### src/damr_defs.vh
// Constants shared by the damper actuator Modbus register block
`ifndef DAMR_DEFS_VH
`define DAMR_DEFS_VH
// Function codes
`define DAMR_FC_RD_BITS 8'h02
`define DAMR_FC_RD_HOLD 8'h03
`define DAMR_FC_RD_INPUT 8'h04
`define DAMR_FC_WR_SINGLE 8'h06
// Exception answers
`define DAMR_EXC_NONE 8'h00
`define DAMR_EXC_FUNC 8'h01
`define DAMR_EXC_ADDR 8'h02
`define DAMR_EXC_VALUE 8'h03
`define DAMR_EXC_FLAG 8'h80
`define DAMR_BCAST 8'h00
// Table addresses (zero based)
`define DAMR_A_SETPT 16'h0000
`define DAMR_A_OVR 16'h0001
`define DAMR_A_CMD 16'h0002
`define DAMR_A_TYPE 16'h0003
`define DAMR_A_POS_REL 16'h0004
`define DAMR_A_POS_ABS 16'h0005
`define DAMR_A_FLOW_REL 16'h0006
`define DAMR_A_FLOW_ABS 16'h0007
`define DAMR_A_SENSOR 16'h0008
`define DAMR_A_SER1 16'h0064
`define DAMR_A_SER2 16'h0065
`define DAMR_A_SER4 16'h0066
`define DAMR_A_FW 16'h0067
`define DAMR_A_FLAGS 16'h0068
`define DAMR_A_LOWER 16'h0069
`define DAMR_A_UPPER 16'h006a
`define DAMR_A_SKIND 16'h006b
`define DAMR_A_FAIL 16'h006c
// Discrete input window onto the fault flags
`define DAMR_BIT_BASE 16'h0680
`define DAMR_BIT_END 16'h0690
`define DAMR_BIT_MAXQ 16'h0010
// Values
`define DAMR_FULL 16'h2710
`define DAMR_OVR_NONE 16'h0000
`define DAMR_OVR_OPEN 16'h0001
`define DAMR_OVR_CLOSE 16'h0002
`define DAMR_OVR_MIN 16'h0003
`define DAMR_OVR_MAX 16'h0005
`define DAMR_CMD_MAX 16'h0004
`define DAMR_MAX_QTY 16'h007d
`define DAMR_REQ_LEN 4'h8
`define DAMR_CRC_INIT 16'hffff
`define DAMR_CRC_POLY 16'ha001
// Serial timing in oversampling ticks
`define DAMR_OVS 8
`define DAMR_PH_MID 3'h3
`define DAMR_PH_LAST 3'h7
`define DAMR_BIT_STOP 4'h9
`define DAMR_GAP_TICKS 9'h118
`endif

### src/damr_uart_rx.v
// Serial receiver, 8N1, eight ticks per bit, filtered input
`include "damr_defs.vh"
module damr_uart_rx (
   // Clock and reset
   input wire clk_i,
   input wire rst_n_i,
   input wire tick_i,
   // Line
   input wire rx_i,
   // Received byte
   output reg [7:0] data_o,
   output reg valid_o,
   output reg busy_o
);
   reg s1_q, s2_q, s3_q, line_q;
   reg [2:0] ph_q;
   reg [3:0] bitn_q;
   reg [7:0] sh_q;
   always @(posedge clk_i or negedge rst_n_i)
   begin
      if (!rst_n_i)
      begin
         s1_q <= 1'b1;
         s2_q <= 1'b1;
         s3_q <= 1'b1;
         line_q <= 1'b1;
         ph_q <= 3'h0;
         bitn_q <= 4'h0;
         sh_q <= 8'h00;
         data_o <= 8'h00;
         valid_o <= 1'b0;
         busy_o <= 1'b0;
      end
      else
      begin
         s1_q <= rx_i;
         s2_q <= s1_q;
         s3_q <= s2_q;
         // Level only trusted once two stages agree
         if (s2_q == s3_q)
            line_q <= s2_q;
         valid_o <= 1'b0;
         if (!busy_o)
         begin
            if (!line_q)
            begin
               busy_o <= 1'b1;
               ph_q <= 3'h0;
               bitn_q <= 4'h0;
            end
         end
         else if (tick_i)
         begin
            ph_q <= ph_q + 3'h1;
            if (ph_q == `DAMR_PH_MID)
            begin
               bitn_q <= bitn_q + 4'h1;
               if (bitn_q == 4'h0)
               begin
                  if (line_q)
                     busy_o <= 1'b0;
               end
               else if (bitn_q == `DAMR_BIT_STOP)
               begin
                  // Framing error drops the byte
                  busy_o <= 1'b0;
                  valid_o <= line_q;
                  data_o <= sh_q;
               end
               else
                  sh_q <= {line_q, sh_q[7:1]};
            end
         end
      end
   end
endmodule

### src/damr_uart_tx.v
// Serial transmitter, 8N1, eight ticks per bit
`include "damr_defs.vh"
module damr_uart_tx (
   // Clock and reset
   input wire clk_i,
   input wire rst_n_i,
   input wire tick_i,
   // Byte to send
   input wire start_i,
   input wire [7:0] data_i,
   // Line
   output reg tx_o,
   output reg busy_o
);
   reg [2:0] ph_q;
   reg [3:0] bitn_q;
   reg [8:0] sh_q;
   always @(posedge clk_i or negedge rst_n_i)
   begin
      if (!rst_n_i)
      begin
         tx_o <= 1'b1;
         busy_o <= 1'b0;
         ph_q <= 3'h0;
         bitn_q <= 4'h0;
         sh_q <= 9'h1ff;
      end
      else if (!busy_o)
      begin
         if (start_i)
         begin
            tx_o <= 1'b0;
            busy_o <= 1'b1;
            sh_q <= {1'b1, data_i};
            ph_q <= 3'h0;
            bitn_q <= 4'h0;
         end
      end
      else if (tick_i)
      begin
         ph_q <= ph_q + 3'h1;
         if (ph_q == `DAMR_PH_LAST)
         begin
            if (bitn_q == `DAMR_BIT_STOP)
               busy_o <= 1'b0;
            else
            begin
               tx_o <= sh_q[0];
               sh_q <= {1'b1, sh_q[8:1]};
               bitn_q <= bitn_q + 4'h1;
            end
         end
      end
   end
endmodule

### src/damr_modbus_regs.v
// Modbus RTU register table and positioning control of a damper actuator
`include "damr_defs.vh"
module damr_modbus_regs #(
   parameter CLK_HZ = 100000000,
   parameter BAUD = 19200,
   // Identity values below are arbitrary
   parameter [15:0] SER_PART1 = 16'h1111,
   parameter [15:0] SER_PART2 = 16'h2222,
   parameter [15:0] SER_PART4 = 16'h4444,
   parameter [15:0] FW_VERSION = 16'h0101
) (
   // Clock and reset
   input wire CLK_I,
   input wire RESET_N_I,
   // RS-485 line
   input wire RS485_RX_I,
   output reg RS485_TX_O,
   output reg RS485_DRV_N_O,
   input wire [7:0] SLAVE_ADDR_I,
   // Mechanics pins
   input wire DIR_SWITCH_I,
   input wire GEAR_RELEASE_I,
   input wire END_STOP_I,
   // Live values
   input wire [15:0] ACT_TYPE_I,
   input wire [15:0] POS_REL_I,
   input wire [15:0] POS_ABS_I,
   input wire [15:0] FLOW_REL_I,
   input wire [15:0] FLOW_ABS_I,
   input wire [15:0] SENSOR_I,
   input wire [15:0] FAULT_FLAGS_I,
   input wire CMD_DONE_I,
   // Positioning
   output reg HOMING_O,
   output reg HOME_CW_O,
   output reg [15:0] TARGET_O,
   output reg TARGET_VALID_O,
   output reg [15:0] SERVICE_CMD_O,
   output reg [15:0] SENSOR_KIND_O,
   output reg [15:0] FAIL_POS_O,
   // Non-volatile store
   output reg NV_STORE_O,
   output reg [1:0] NV_STORE_IDX_O,
   output reg [15:0] NV_STORE_DATA_O,
   input wire NV_LOAD_I,
   input wire [1:0] NV_LOAD_IDX_I,
   input wire [15:0] NV_LOAD_DATA_I
);
   localparam integer TDIV_W = CLK_HZ / (BAUD * `DAMR_OVS);
   localparam [15:0] TDIV = TDIV_W[15:0];
   localparam [1:0] S_IDLE = 2'h0;
   localparam [1:0] S_SEND = 2'h1;
   localparam [1:0] S_DRAIN = 2'h2;

   function [15:0] crc_upd;
      input [15:0] c;
      input [7:0] d;
      integer k;
      reg [15:0] x;
      begin
         x = c ^ {8'h00, d};
         for (k = 0; k < 8; k = k + 1)
            x = x[0] ? ((x >> 1) ^ `DAMR_CRC_POLY) : (x >> 1);
         crc_upd = x;
      end
   endfunction

   reg [15:0] div_q;
   reg tick_q;
   wire [7:0] rx_data;
   wire rx_valid, rx_busy, tx_line, tx_busy;
   reg [63:0] buf_q;
   reg [3:0] cnt_q;
   reg [15:0] rcrc_q, tcrc_q;
   reg [8:0] gap_q;
   reg [1:0] st_q;
   reg [7:0] idx_q, len_q, exc_q;
   reg [15:0] bits_q;
   reg tx_start_q;
   reg [7:0] tx_byte_q;
   reg [15:0] setpt_q, ovr_q, lower_q, upper_q;
   reg follow_q, gear_prev_q;
   reg [2:0] s1_q, s2_q, s3_q, pin_q;

   // Pin synchronisers, one per mechanics input
   genvar g;
   generate
      for (g = 0; g < 3; g = g + 1)
      begin : pin_sync
         always @(posedge CLK_I or negedge RESET_N_I)
         begin
            if (!RESET_N_I)
            begin
               s1_q[g] <= 1'b0;
               s2_q[g] <= 1'b0;
               s3_q[g] <= 1'b0;
               pin_q[g] <= 1'b0;
            end
            else
            begin
               s1_q[g] <= (g == 0) ? DIR_SWITCH_I :
                  (g == 1) ? GEAR_RELEASE_I : END_STOP_I;
               s2_q[g] <= s1_q[g];
               s3_q[g] <= s2_q[g];
               if (s2_q[g] == s3_q[g])
                  pin_q[g] <= s2_q[g];
            end
         end
      end
   endgenerate

   damr_uart_rx u_rx (
      .clk_i(CLK_I),
      .rst_n_i(RESET_N_I),
      .tick_i(tick_q),
      .rx_i(RS485_RX_I),
      .data_o(rx_data),
      .valid_o(rx_valid),
      .busy_o(rx_busy)
   );
   damr_uart_tx u_tx (
      .clk_i(CLK_I),
      .rst_n_i(RESET_N_I),
      .tick_i(tick_q),
      .start_i(tx_start_q),
      .data_i(tx_byte_q),
      .tx_o(tx_line),
      .busy_o(tx_busy)
   );

   // Request fields; addresses are zero based on the wire
   wire [7:0] q_addr = buf_q[63:56];
   wire [7:0] q_fc = buf_q[55:48];
   wire [15:0] q_start = buf_q[47:32];
   wire [15:0] q_val = buf_q[31:16];
   wire [15:0] q_end = q_start + q_val - 16'h0001;
   wire fend = tick_q && (gap_q == `DAMR_GAP_TICKS - 9'h001) && !rx_busy;
   wire [15:0] bit_off = q_start - `DAMR_BIT_BASE;
   wire [16:0] bit_mask = (17'h00001 << q_val[4:0]) - 17'h00001;

   // Request check and exception code
   reg [7:0] exc_c;
   reg wr_ok_c;
   always @*
   begin
      exc_c = `DAMR_EXC_NONE;
      wr_ok_c = 1'b0;
      case (q_fc)
         // Holding and input register reads share one table
         `DAMR_FC_RD_HOLD, `DAMR_FC_RD_INPUT:
         begin
            if (q_val == 16'h0000 || q_val > `DAMR_MAX_QTY)
               exc_c = `DAMR_EXC_VALUE;
            else if (!((q_start <= `DAMR_A_SENSOR &&
               q_end <= `DAMR_A_SENSOR) || (q_start >= `DAMR_A_SER1 &&
               q_start <= `DAMR_A_FAIL && q_end <= `DAMR_A_FAIL)))
               exc_c = `DAMR_EXC_ADDR;
         end
         `DAMR_FC_RD_BITS:
         begin
            if (q_val == 16'h0000 || q_val > `DAMR_BIT_MAXQ)
               exc_c = `DAMR_EXC_VALUE;
            else if (q_start < `DAMR_BIT_BASE ||
               q_start + q_val > `DAMR_BIT_END)
               exc_c = `DAMR_EXC_ADDR;
         end
         `DAMR_FC_WR_SINGLE:
         begin
            case (q_start)
               `DAMR_A_SETPT, `DAMR_A_LOWER, `DAMR_A_UPPER:
                  exc_c = (q_val > `DAMR_FULL) ? `DAMR_EXC_VALUE :
                     `DAMR_EXC_NONE;
               `DAMR_A_OVR:
                  exc_c = (q_val == `DAMR_OVR_NONE ||
                     q_val == `DAMR_OVR_OPEN || q_val == `DAMR_OVR_CLOSE ||
                     q_val == `DAMR_OVR_MIN || q_val == `DAMR_OVR_MAX) ?
                     `DAMR_EXC_NONE : `DAMR_EXC_VALUE;
               `DAMR_A_CMD:
                  exc_c = (q_val > `DAMR_CMD_MAX) ? `DAMR_EXC_VALUE :
                     `DAMR_EXC_NONE;
               `DAMR_A_SKIND, `DAMR_A_FAIL:
                  exc_c = `DAMR_EXC_NONE;
               default:
                  exc_c = `DAMR_EXC_ADDR;
            endcase
            wr_ok_c = (exc_c == `DAMR_EXC_NONE);
         end
         default:
            exc_c = `DAMR_EXC_FUNC;
      endcase
   end

   // Table read, word selected by reply byte index
   wire [7:0] widx = idx_q - 8'h03;
   wire [15:0] rd_addr = q_start + {9'h000, widx[7:1]};
   reg [15:0] rd_c;
   always @*
   begin
      case (rd_addr)
         `DAMR_A_SETPT: rd_c = setpt_q;
         `DAMR_A_OVR: rd_c = ovr_q;
         `DAMR_A_CMD: rd_c = SERVICE_CMD_O;
         `DAMR_A_TYPE: rd_c = ACT_TYPE_I;
         `DAMR_A_POS_REL: rd_c = POS_REL_I;
         `DAMR_A_POS_ABS: rd_c = POS_ABS_I;
         `DAMR_A_FLOW_REL: rd_c = FLOW_REL_I;
         `DAMR_A_FLOW_ABS: rd_c = FLOW_ABS_I;
         `DAMR_A_SENSOR: rd_c = SENSOR_I;
         `DAMR_A_SER1: rd_c = SER_PART1;
         `DAMR_A_SER2: rd_c = SER_PART2;
         `DAMR_A_SER4: rd_c = SER_PART4;
         `DAMR_A_FW: rd_c = FW_VERSION;
         `DAMR_A_FLAGS: rd_c = FAULT_FLAGS_I;
         `DAMR_A_LOWER: rd_c = lower_q;
         `DAMR_A_UPPER: rd_c = upper_q;
         `DAMR_A_SKIND: rd_c = SENSOR_KIND_O;
         `DAMR_A_FAIL: rd_c = FAIL_POS_O;
         default: rd_c = 16'h0000;
      endcase
   end

   // Reply byte for the current index
   reg [7:0] pay_c;
   always @*
   begin
      pay_c = 8'h00;
      if (idx_q == 8'h00)
         pay_c = q_addr;
      else if (idx_q == 8'h01)
         pay_c = (exc_q != `DAMR_EXC_NONE) ? (q_fc | `DAMR_EXC_FLAG) : q_fc;
      else if (exc_q != `DAMR_EXC_NONE)
         pay_c = exc_q;
      else if (q_fc == `DAMR_FC_WR_SINGLE)
         pay_c = buf_q[8'd63 - {idx_q[2:0], 3'h0} -: 8];
      else if (q_fc == `DAMR_FC_RD_BITS)
         pay_c = (idx_q == 8'h02) ? (len_q - 8'h03) :
            (idx_q == 8'h03) ? bits_q[7:0] : bits_q[15:8];
      else if (idx_q == 8'h02)
         pay_c = {q_val[6:0], 1'b0};
      else
         pay_c = widx[0] ? rd_c[7:0] : rd_c[15:8];
   end

   wire wr_hit = fend && cnt_q == `DAMR_REQ_LEN && rcrc_q == 16'h0000 &&
      (q_addr == SLAVE_ADDR_I || q_addr == `DAMR_BCAST) && wr_ok_c;

   always @(posedge CLK_I or negedge RESET_N_I)
   begin
      if (!RESET_N_I)
      begin
         div_q <= 16'h0000;
         tick_q <= 1'b0;
         buf_q <= 64'h0;
         cnt_q <= 4'h0;
         rcrc_q <= `DAMR_CRC_INIT;
         tcrc_q <= `DAMR_CRC_INIT;
         gap_q <= 9'h000;
         st_q <= S_IDLE;
         idx_q <= 8'h00;
         len_q <= 8'h00;
         exc_q <= 8'h00;
         bits_q <= 16'h0000;
         tx_start_q <= 1'b0;
         tx_byte_q <= 8'h00;
         RS485_TX_O <= 1'b1;
         RS485_DRV_N_O <= 1'b1;
      end
      else
      begin
         tick_q <= (div_q == TDIV - 16'h0001);
         div_q <= (div_q == TDIV - 16'h0001) ? 16'h0000 : div_q + 16'h0001;
         RS485_TX_O <= tx_line;
         tx_start_q <= 1'b0;
         if (rx_valid || rx_busy)
            gap_q <= 9'h000;
         else if (tick_q && gap_q != `DAMR_GAP_TICKS)
            gap_q <= gap_q + 9'h001;
         // Own line ignored while answering
         if (rx_valid && st_q == S_IDLE)
         begin
            buf_q <= {buf_q[55:0], rx_data};
            if (cnt_q != 4'hf)
               cnt_q <= cnt_q + 4'h1;
            rcrc_q <= crc_upd(rcrc_q, rx_data);
         end
         if (fend)
         begin
            cnt_q <= 4'h0;
            rcrc_q <= `DAMR_CRC_INIT;
            // Broadcast is acted on but never answered
            if (cnt_q == `DAMR_REQ_LEN && rcrc_q == 16'h0000 &&
               q_addr == SLAVE_ADDR_I && st_q == S_IDLE)
            begin
               st_q <= S_SEND;
               RS485_DRV_N_O <= 1'b0;
               idx_q <= 8'h00;
               exc_q <= exc_c;
               tcrc_q <= `DAMR_CRC_INIT;
               bits_q <= FAULT_FLAGS_I >> bit_off[3:0] & bit_mask[15:0];
               if (exc_c != `DAMR_EXC_NONE)
                  len_q <= 8'h03;
               else if (q_fc == `DAMR_FC_WR_SINGLE)
                  len_q <= 8'h06;
               else if (q_fc == `DAMR_FC_RD_BITS)
                  len_q <= (q_val > 16'h0008) ? 8'h05 : 8'h04;
               else
                  len_q <= {q_val[6:0], 1'b0} + 8'h03;
            end
         end
         case (st_q)
            S_SEND:
            begin
               if (!tx_busy && !tx_start_q)
               begin
                  tx_start_q <= 1'b1;
                  idx_q <= idx_q + 8'h01;
                  if (idx_q < len_q)
                  begin
                     tx_byte_q <= pay_c;
                     tcrc_q <= crc_upd(tcrc_q, pay_c);
                  end
                  else if (idx_q == len_q)
                     tx_byte_q <= tcrc_q[7:0];
                  else
                  begin
                     tx_byte_q <= tcrc_q[15:8];
                     st_q <= S_DRAIN;
                  end
               end
            end
            S_DRAIN:
            begin
               if (!tx_busy && !tx_start_q)
               begin
                  st_q <= S_IDLE;
                  RS485_DRV_N_O <= 1'b1;
               end
            end
            S_IDLE:
            begin
               // Stays put so a frame end can start an answer
            end
            default:
               st_q <= S_IDLE;
         endcase
      end
   end

   // Table storage, homing and target
   always @(posedge CLK_I or negedge RESET_N_I)
   begin
      if (!RESET_N_I)
      begin
         setpt_q <= 16'h0000;
         ovr_q <= `DAMR_OVR_NONE;
         SERVICE_CMD_O <= 16'h0000;
         lower_q <= 16'h0000;
         upper_q <= `DAMR_FULL;
         SENSOR_KIND_O <= 16'h0000;
         FAIL_POS_O <= 16'h0000;
         NV_STORE_O <= 1'b0;
         NV_STORE_IDX_O <= 2'h0;
         NV_STORE_DATA_O <= 16'h0000;
         follow_q <= 1'b0;
         gear_prev_q <= 1'b0;
         HOMING_O <= 1'b1;
         HOME_CW_O <= 1'b0;
         TARGET_O <= 16'h0000;
         TARGET_VALID_O <= 1'b0;
      end
      else
      begin
         NV_STORE_O <= 1'b0;
         // Restored service values from non-volatile memory
         if (NV_LOAD_I)
         begin
            case (NV_LOAD_IDX_I)
               2'h0: lower_q <= NV_LOAD_DATA_I;
               2'h1: upper_q <= NV_LOAD_DATA_I;
               2'h2: SENSOR_KIND_O <= NV_LOAD_DATA_I;
               default: FAIL_POS_O <= NV_LOAD_DATA_I;
            endcase
         end
         // Bus write wins over a finished action in the same cycle
         if (wr_hit && q_start == `DAMR_A_CMD)
            SERVICE_CMD_O <= q_val;
         else if (CMD_DONE_I)
            SERVICE_CMD_O <= 16'h0000;
         if (wr_hit)
         begin
            case (q_start)
               `DAMR_A_SETPT: setpt_q <= q_val;
               `DAMR_A_OVR: ovr_q <= q_val;
               `DAMR_A_LOWER: lower_q <= q_val;
               `DAMR_A_UPPER: upper_q <= q_val;
               `DAMR_A_SKIND: SENSOR_KIND_O <= q_val;
               `DAMR_A_FAIL: FAIL_POS_O <= q_val;
               default: setpt_q <= setpt_q;
            endcase
            if (q_start >= `DAMR_A_LOWER)
            begin
               NV_STORE_O <= 1'b1;
               NV_STORE_IDX_O <= bit_off_nv(q_start);
               NV_STORE_DATA_O <= q_val;
            end
         end
         gear_prev_q <= pin_q[1];
         HOME_CW_O <= pin_q[0];
         if (pin_q[1] && !gear_prev_q)
            follow_q <= 1'b0;
         else if (!follow_q && pin_q[2])
            follow_q <= 1'b1;
         HOMING_O <= !follow_q;
         TARGET_VALID_O <= follow_q;
         if (follow_q)
         begin
            case (ovr_q)
               `DAMR_OVR_OPEN: TARGET_O <= `DAMR_FULL;
               `DAMR_OVR_CLOSE: TARGET_O <= 16'h0000;
               `DAMR_OVR_MIN: TARGET_O <= lower_q;
               `DAMR_OVR_MAX: TARGET_O <= upper_q;
               default: TARGET_O <= setpt_q;
            endcase
         end
      end
   end

   function [1:0] bit_off_nv;
      input [15:0] a;
      reg [15:0] d;
      begin
         d = a - `DAMR_A_LOWER;
         bit_off_nv = d[1:0];
      end
   endfunction
endmodule

### config.mk
export PLATFORM = sky130hd
export DESIGN_NAME = damr_modbus_regs
export DESIGN_NICKNAME = d
export VERILOG_FILES = /design/src/damr_uart_rx.v /design/src/damr_uart_tx.v /design/src/damr_modbus_regs.v
export VERILOG_INCLUDE_DIRS = /design/src
export SDC_FILE = /design/constraint.sdc
export NUM_CORES = 1
export LEC_CHECK = 0
export BUFFER_PORTS_ARGS = -buffer_cell sky130_fd_sc_hd__clkbuf_2
export CORE_MARGIN = 2
export CORE_UTILIZATION = 60
export CTS_CLUSTER_DIAMETER = 120
export CTS_CLUSTER_SIZE = 40
export DETAILED_ROUTE_END_ITERATION = 10
export PLACE_DENSITY = 0.89
export SETUP_SLACK_MARGIN = 0.3
export SYNTH_ARGS = -nofsm -noshare
export SYNTH_HDL_FRONTEND = slang
export SYNTH_HIERARCHICAL = 1
export SYNTH_SLANG_ARGS = --single-unit
export TNS_END_PERCENT = 100
### constraint.sdc
create_clock -name CLK_I -period 8.56 [get_ports CLK_I]
set_input_delay 0.856 -clock CLK_I [delete_from_list [all_inputs] [get_ports CLK_I]]
set_output_delay 0.856 -clock CLK_I [all_outputs]
set_load 0.03 [all_outputs]
# ---- After elaboration in Yosys (flattened, before gate mapping)
# Cells that the tools add are included.
dict set report totals {
  ff_bits 390
  out_inout_bits 88
}
dict set report op_classes {
  n_bitwise 21
  magnitude_cmp 14
  add_sub_neg 18
  shifts 3
  n_eq_ne 63
  n_reduce_logical 67
  n_mux 138
}
# operator count
set op_table {}
lappend op_table {{16-bit two-way mux} 42}
lappend op_table {{16-bit case mux with 18 select lines} 1}
lappend op_table {{16-bit by 7-bit == test with 1-bit output, second input constant} 13}
lappend op_table {{8-bit two-way mux} 22}
lappend op_table {{16-bit by 2-bit == test with 1-bit output, second input constant} 7}
lappend op_table {{16-bit by 3-bit == test with 1-bit output, second input constant} 6}
lappend op_table {{71-bit by 9-bit indexed part select with 8-bit output} 1}
lappend op_table {{16-bit by 1-bit == test with 1-bit output, second input constant} 4}
lappend op_table {{16-bit logical NOT} 4}
lappend op_table {{16-bit case mux with 4 select lines} 1}
lappend op_table {{9-bit two-way mux} 7}
lappend op_table {{4-bit two-way mux} 12}
lappend op_table {{2-bit NOT with 3-bit output} 16}
lappend op_table {{1-bit two-way mux} 33}
lappend op_table {{8-bit by 2-bit == test with 1-bit output, second input constant} 4}
lappend op_table {{16-bit by 7-bit >= comparator with 1-bit output, second input constant} 2}
lappend op_table {{16-bit by 4-bit less-or-equal comparator with 1-bit output, second input constant} 2}
lappend op_table {{16-bit by 7-bit less-or-equal comparator with 1-bit output, second input constant} 2}
lappend op_table {{16-bit by 1-bit subtractor with 16-bit output, second input constant} 2}
lappend op_table {{16-bit by 8-bit XOR with 16-bit output} 2}
lappend op_table {{8-bit logical NOT} 3}
lappend op_table {{8-bit case mux with 3 select lines} 1}
lappend op_table {{2-bit two-way mux} 11}
lappend op_table {{1-bit logical AND} 18}
lappend op_table {{55 further kinds} 108}

# ---- Depth between registers and ports, before layout
dict set report depth {
  word_depth 31
  depth_mapped 24
}

# ---- By module
# The synthesis kept the hierarchy.
# module instances area_per_inst_um2 cells_each
set modules_own_cells {}
lappend modules_own_cells {damr_modbus_regs 1 21099.0 2334}
lappend modules_own_cells {damr_uart_rx 1 1233.7 91}
lappend modules_own_cells {damr_uart_tx 1 867.1 74}

# ---- Worst setup path after synthesis
# No wires, ideal clock.
dict set report synth_path {
  path_type {register to register}
  start {reg idx_q[0]}
  end {reg tcrc_q[14]}
  synth_period_minus_slack_ns 5.987
  n_path_buf 6
  stages_incl_launch_ff 25
  t_required_ns 8.487
  arrival_time_ns 5.914
  slack_ns 2.573
  path_cell_list {dfrtp_1 buf_1 buf_1 clkbuf_1 a2111oi_0 nor3b_1 xor2_1 ha_1 buf_4 a21oi_1 o21ai_1 or3_1 buf_4 a2111oi_4 nand3_2 nor3_2 buf_4 a32o_1 nor3_1 o41a_1 xnor2_2 xnor2_1 xor3_2 xor2_1 a21oi_1}
}
dict set report synth_via {
  elab_chain_len 24
  elab_cells_between_ends 55
  classes_between {add/sub (3); order compare (1); eq/ne (20); shift (1); mux (21); bitwise (7); reduce/logical (2)}
}
# item line
set synth_rtl {}
lappend synth_rtl {{start, declared} damr_modbus_regs.v:77} ;# reg [7:0] idx_q, len_q, exc_q;
lappend synth_rtl {{start signal, assigned} damr_modbus_regs.v:316} ;# idx_q <= idx_q + 8'h01;
lappend synth_rtl {{8-bit by 2-bit subtractor with 8-bit output} damr_modbus_regs.v:194} ;# wire [7:0] widx = idx_q - 8'h03;
lappend synth_rtl {{16-bit by 7-bit adder with 16-bit output} damr_modbus_regs.v:195} ;# wire [15:0] rd_addr = q_start + {9'h000, widx[7:1]};
lappend synth_rtl {{16-bit by 7-bit == test with 1-bit output, or another cell as far along} damr_modbus_regs.v:199} ;# case (rd_addr)
lappend synth_rtl {{16-bit case mux with 18 select lines} damr_modbus_regs.v:199}
lappend synth_rtl {{8-bit two-way mux} damr_modbus_regs.v:241} ;# pay_c = widx[0] ? rd_c[7:0] : rd_c[15:8];
lappend synth_rtl {{8-bit two-way mux} damr_modbus_regs.v:238} ;# else if (idx_q == 8'h02)
lappend synth_rtl {{8-bit two-way mux} damr_modbus_regs.v:235} ;# else if (q_fc == `DAMR_FC_RD_BITS)
lappend synth_rtl {{8-bit two-way mux} damr_modbus_regs.v:233} ;# else if (q_fc == `DAMR_FC_WR_SINGLE)
lappend synth_rtl {{[2 not listed]} n/a}
lappend synth_rtl {{8-bit two-way mux} damr_modbus_regs.v:227} ;# if (idx_q == 8'h00)
lappend synth_rtl {{16-bit by 8-bit XOR with 16-bit output} damr_modbus_regs.v:61} ;# x = c ^ {8'h00, d};
lappend synth_rtl {{16-bit two-way mux / 2-bit NOT with 3-bit output (equally long branches) (5 in series)} n/a}
lappend synth_rtl {{2-bit NOT with 3-bit output (no source line) / 16-bit two-way mux (equally long branches)} n/a}
lappend synth_rtl {{16-bit two-way mux (3 in series)} damr_modbus_regs.v:63} ;# x = x[0] ? ((x >> 1) ^ `DAMR_CRC_POLY) : (x >> 1);
lappend synth_rtl {{16-bit two-way mux *} damr_modbus_regs.v:317} ;# if (idx_q < len_q)
lappend synth_rtl {{16-bit two-way mux *} damr_modbus_regs.v:313} ;# if (!tx_busy && !tx_start_q)
lappend synth_rtl {{16-bit two-way mux *} damr_modbus_regs.v:310} ;# case (st_q)
lappend synth_rtl {{end signal, assigned} damr_modbus_regs.v:256} ;# tcrc_q <= `DAMR_CRC_INIT;
lappend synth_rtl {{end signal, assigned} damr_modbus_regs.v:298} ;# tcrc_q <= `DAMR_CRC_INIT;
lappend synth_rtl {{end signal, assigned} damr_modbus_regs.v:320} ;# tcrc_q <= crc_upd(tcrc_q, pay_c);
lappend synth_rtl {{end, declared} damr_modbus_regs.v:74} ;# reg [15:0] rcrc_q, tcrc_q;
# Mark *: on every way between the ends. The rest lies on a longest branch, timed or not.
# A chain may end at the register's enable or synchronous reset.

# ---- Worst setup path after layout
dict set report layout_path {
  start {reg idx_q[2]}
  end {reg tcrc_q[14]}
}
# The elaborated chain is that of the path after synthesis.

==> impl_metrics.ini <==
[clocking]
clk_latency_ns = 0.58
h-tree-depth = 1
cts_buffers = 14
clock_path_buffers = 3
cts_root_buf = clkbuf_16
post_cts_buffers = 0
holdBufCountCts = 0
cts_tree = yes
post_cts_resized = 0
cts.reportedPaths.clkPinSlew_ns = 0.15
cts.sinks = 383

[finish]
area_growth_pct = 8.44
instances_no_fill = 3152
regMostFlops = buf_q
multiInputGateArea_um2 = 12700
largest_reg_flops = 64
mostFrequentLayoutCells = nand2_1 (416), dfrtp_1 (330), clkbuf_2 (232)
mostFrequentLayoutCell = nand2_1
nets = 2834
drive_gt1_frac = 0.191
design_area_um2 = 25200
regArea_um2 = 9650
post-route-util = 0.656
fillers = 3159

[hold_path]
worstHoldPathType = in2async

[floorplan]
coreArea_um2 = 38400
dieArea_um2 = 40300
rows = 72
num_io_pins = 234
die_w_um = 201
start_util = 0.605
die-height_um = 201

[timing]
slew_headroom = 0.143
timing.fmax_ghz = 0.145
slew_violations = 0
setup_slack_ns = 1.64
setup_viol = 0
hold_violations = 0
period_share = 0.808
period_needed_ns = 6.92
rsz0062_at_grt = false
tightest_slew_ns = 1.28
finalSetupTns_ns = 0
finClkSkew_ns = 0.0506

[synthesis]
yosysSeqAreaShare = 0.416
synth_warnings = 6
synth_area_um2 = 23200
synth-seq-cells = 383
synth-async-reset-ratio = 1.00
synth_ff_type = dfrtp_1
syn_inst = 2499
syn_area_per_cell_um2 = 9.28
syn_nets = 2711
synth_edf_count = 0
ys_types = 91

[critical_path]
critPathMaxFanout = 18
startpoint_type = register
worstPathRequired_ns = 9.04
crit_type = reg2reg
crit_arrival_ns = 7.40
cp-end-kind = register

[grt]
grt_pass1_vias = 20500
overflow = 0
grt_pass1_wl_um = 126000
antenna_found_initial = 1
grt_use_total = 0.410
grt_start_max_net_pins = 188

[route]
routed_wl_um = 83800
first_pass_iters = 6
drt-initial-drc-count = 2961
ant_nets = 0
wl_per_cell_um = 26.6
drcViolationCount = 0
via_per_inst = 6.71
num_vias = 21200

[placed_design]
io_buffers = 233
dpl_cell_area_um2 = 24700
dp.cells = 3124
post-dp-hpwl_um = 62800
post-place-ws_ns = 1.91
routabilityCongestion = 1.02

[run_status]
outcome = finished clean

[power_and_ir_drop]
p_leak_nw = 11.8
vdd_drop_max_v = 0.000192
power_density_nw_per_um2 = 131

[flow_run]
maxCapViolations = 0
==> per-stage QoR <==
step | hold WS, ns | power (mW)
after CTS | 0.230 | 3.29
after global placement | 0.337 | 2.38
after detailed placement | 0.346 | 2.39
after floorplan | 0.331 | 2.18
final | 0.228 | 3.30
after global routing | 0.248 | 3.39
==> area by class of cell <==
type | count | area share
antenna | 4 | 0.000398
sequential | 383 | 0.384
inverter | 55 | 0.00821
timing repair buffer | 272 | 0.0589
tap | 518 | 0.0258
clock buffer | 18 | 0.0145
multi-input combinational | 1896 | 0.505
clock inverter | 6 | 0.00343
==> power by group <==
group / switching (mW) / total [mW] / leakage [nW] / internal [mW]
logic: 0.242 / 0.374 / 6.70 / 0.132
clock network: 0.600 / 0.929 / 0.216 / 0.330
registers: 0.106 / 2.00 / 4.85 / 1.89
total: 0.947 / 3.30 / 11.8 / 2.35
==> kinds of logic after synthesis <==
kind of cell,count (synthesis),synth area share
and+or+nand+nor,960,0.191
AOI/OAI and AO/OA,538,0.151
DFF,383,0.416
buffers and inverters,220,0.0375
muxes,212,0.120
xor gates and xnor gates,115,0.0454
adders and majority gates,71,0.0384
==> worst paths after layout <==
kind	start	endpoint	slack, ns	depth (start not counted)
worst min register to register	u_rx/s1_q	u_rx/s2_q	0.37	0
worst max register to register	idx_q[2]	tcrc_q[14]	1.64	18
max in group asynchronous	RESET_N_I	bits_q[10]	6.18	3
worst min-delay path	RESET_N_I	NV_STORE_DATA_O[9]	0.23	1
worst max-delay path	idx_q[2]	tcrc_q[14]	1.64	18
min in group CLK_I	RS485_RX_I	u_rx/s1_q	0.35	1
==> critical path: stages, from the launching register on <==
cell       delay (ns)
dfrtp_1          0.67
a2111oi_0        0.71
nor3b_1          0.30
xor2_1           0.18
ha_1             0.35
a21oi_1          0.24
o21ai_1          0.16
or3_1            0.51
a2111oi_4        0.53
nand3_2          0.32
nor3_2           0.83
nand2_1          0.12
a32oi_1          0.46
o221ai_2         0.20
xor2_1           0.27
xnor2_1          0.20
xor3_2           0.44
xor2_1           0.18
a21oi_1          0.17
==> synth_stat cells (all sizes together) (17+ instances only) <==
master / number / area [um2]
and2: 44 / 275
o211ai: 27 / 208
o21ai: 136 / 688
nor2: 200 / 768
buf: 36 / 179
nand4: 24 / 150
a22oi: 23 / 183
nor4: 32 / 200
mux2i: 108 / 1080
nand2b: 17 / 106
inv: 51 / 191
or3: 21 / 131
xnor2: 65 / 584
o22ai: 19 / 133
a211oi: 17 / 138
nand2: 417 / 1570
xor2: 48 / 420
nor3: 57 / 317
mux2: 56 / 631
ha: 64 / 801
a21oi: 167 / 840
nor2b: 18 / 113
dfrtp: 330 / 8260
nand3: 74 / 390
clkbuf: 129 / 484
dfstp: 53 / 1390
mux4: 48 / 1080
==> layer usage <==
metal  track usage  up-vias  part of all wire
met4         0.218        0             0.064
met3        0.0933      303              0.11
met2         0.621     1336              0.44
met5             0        -                 0
met1         0.554    10400              0.39
li1              -     9157                 -
(Power assumes the default switching activity.)
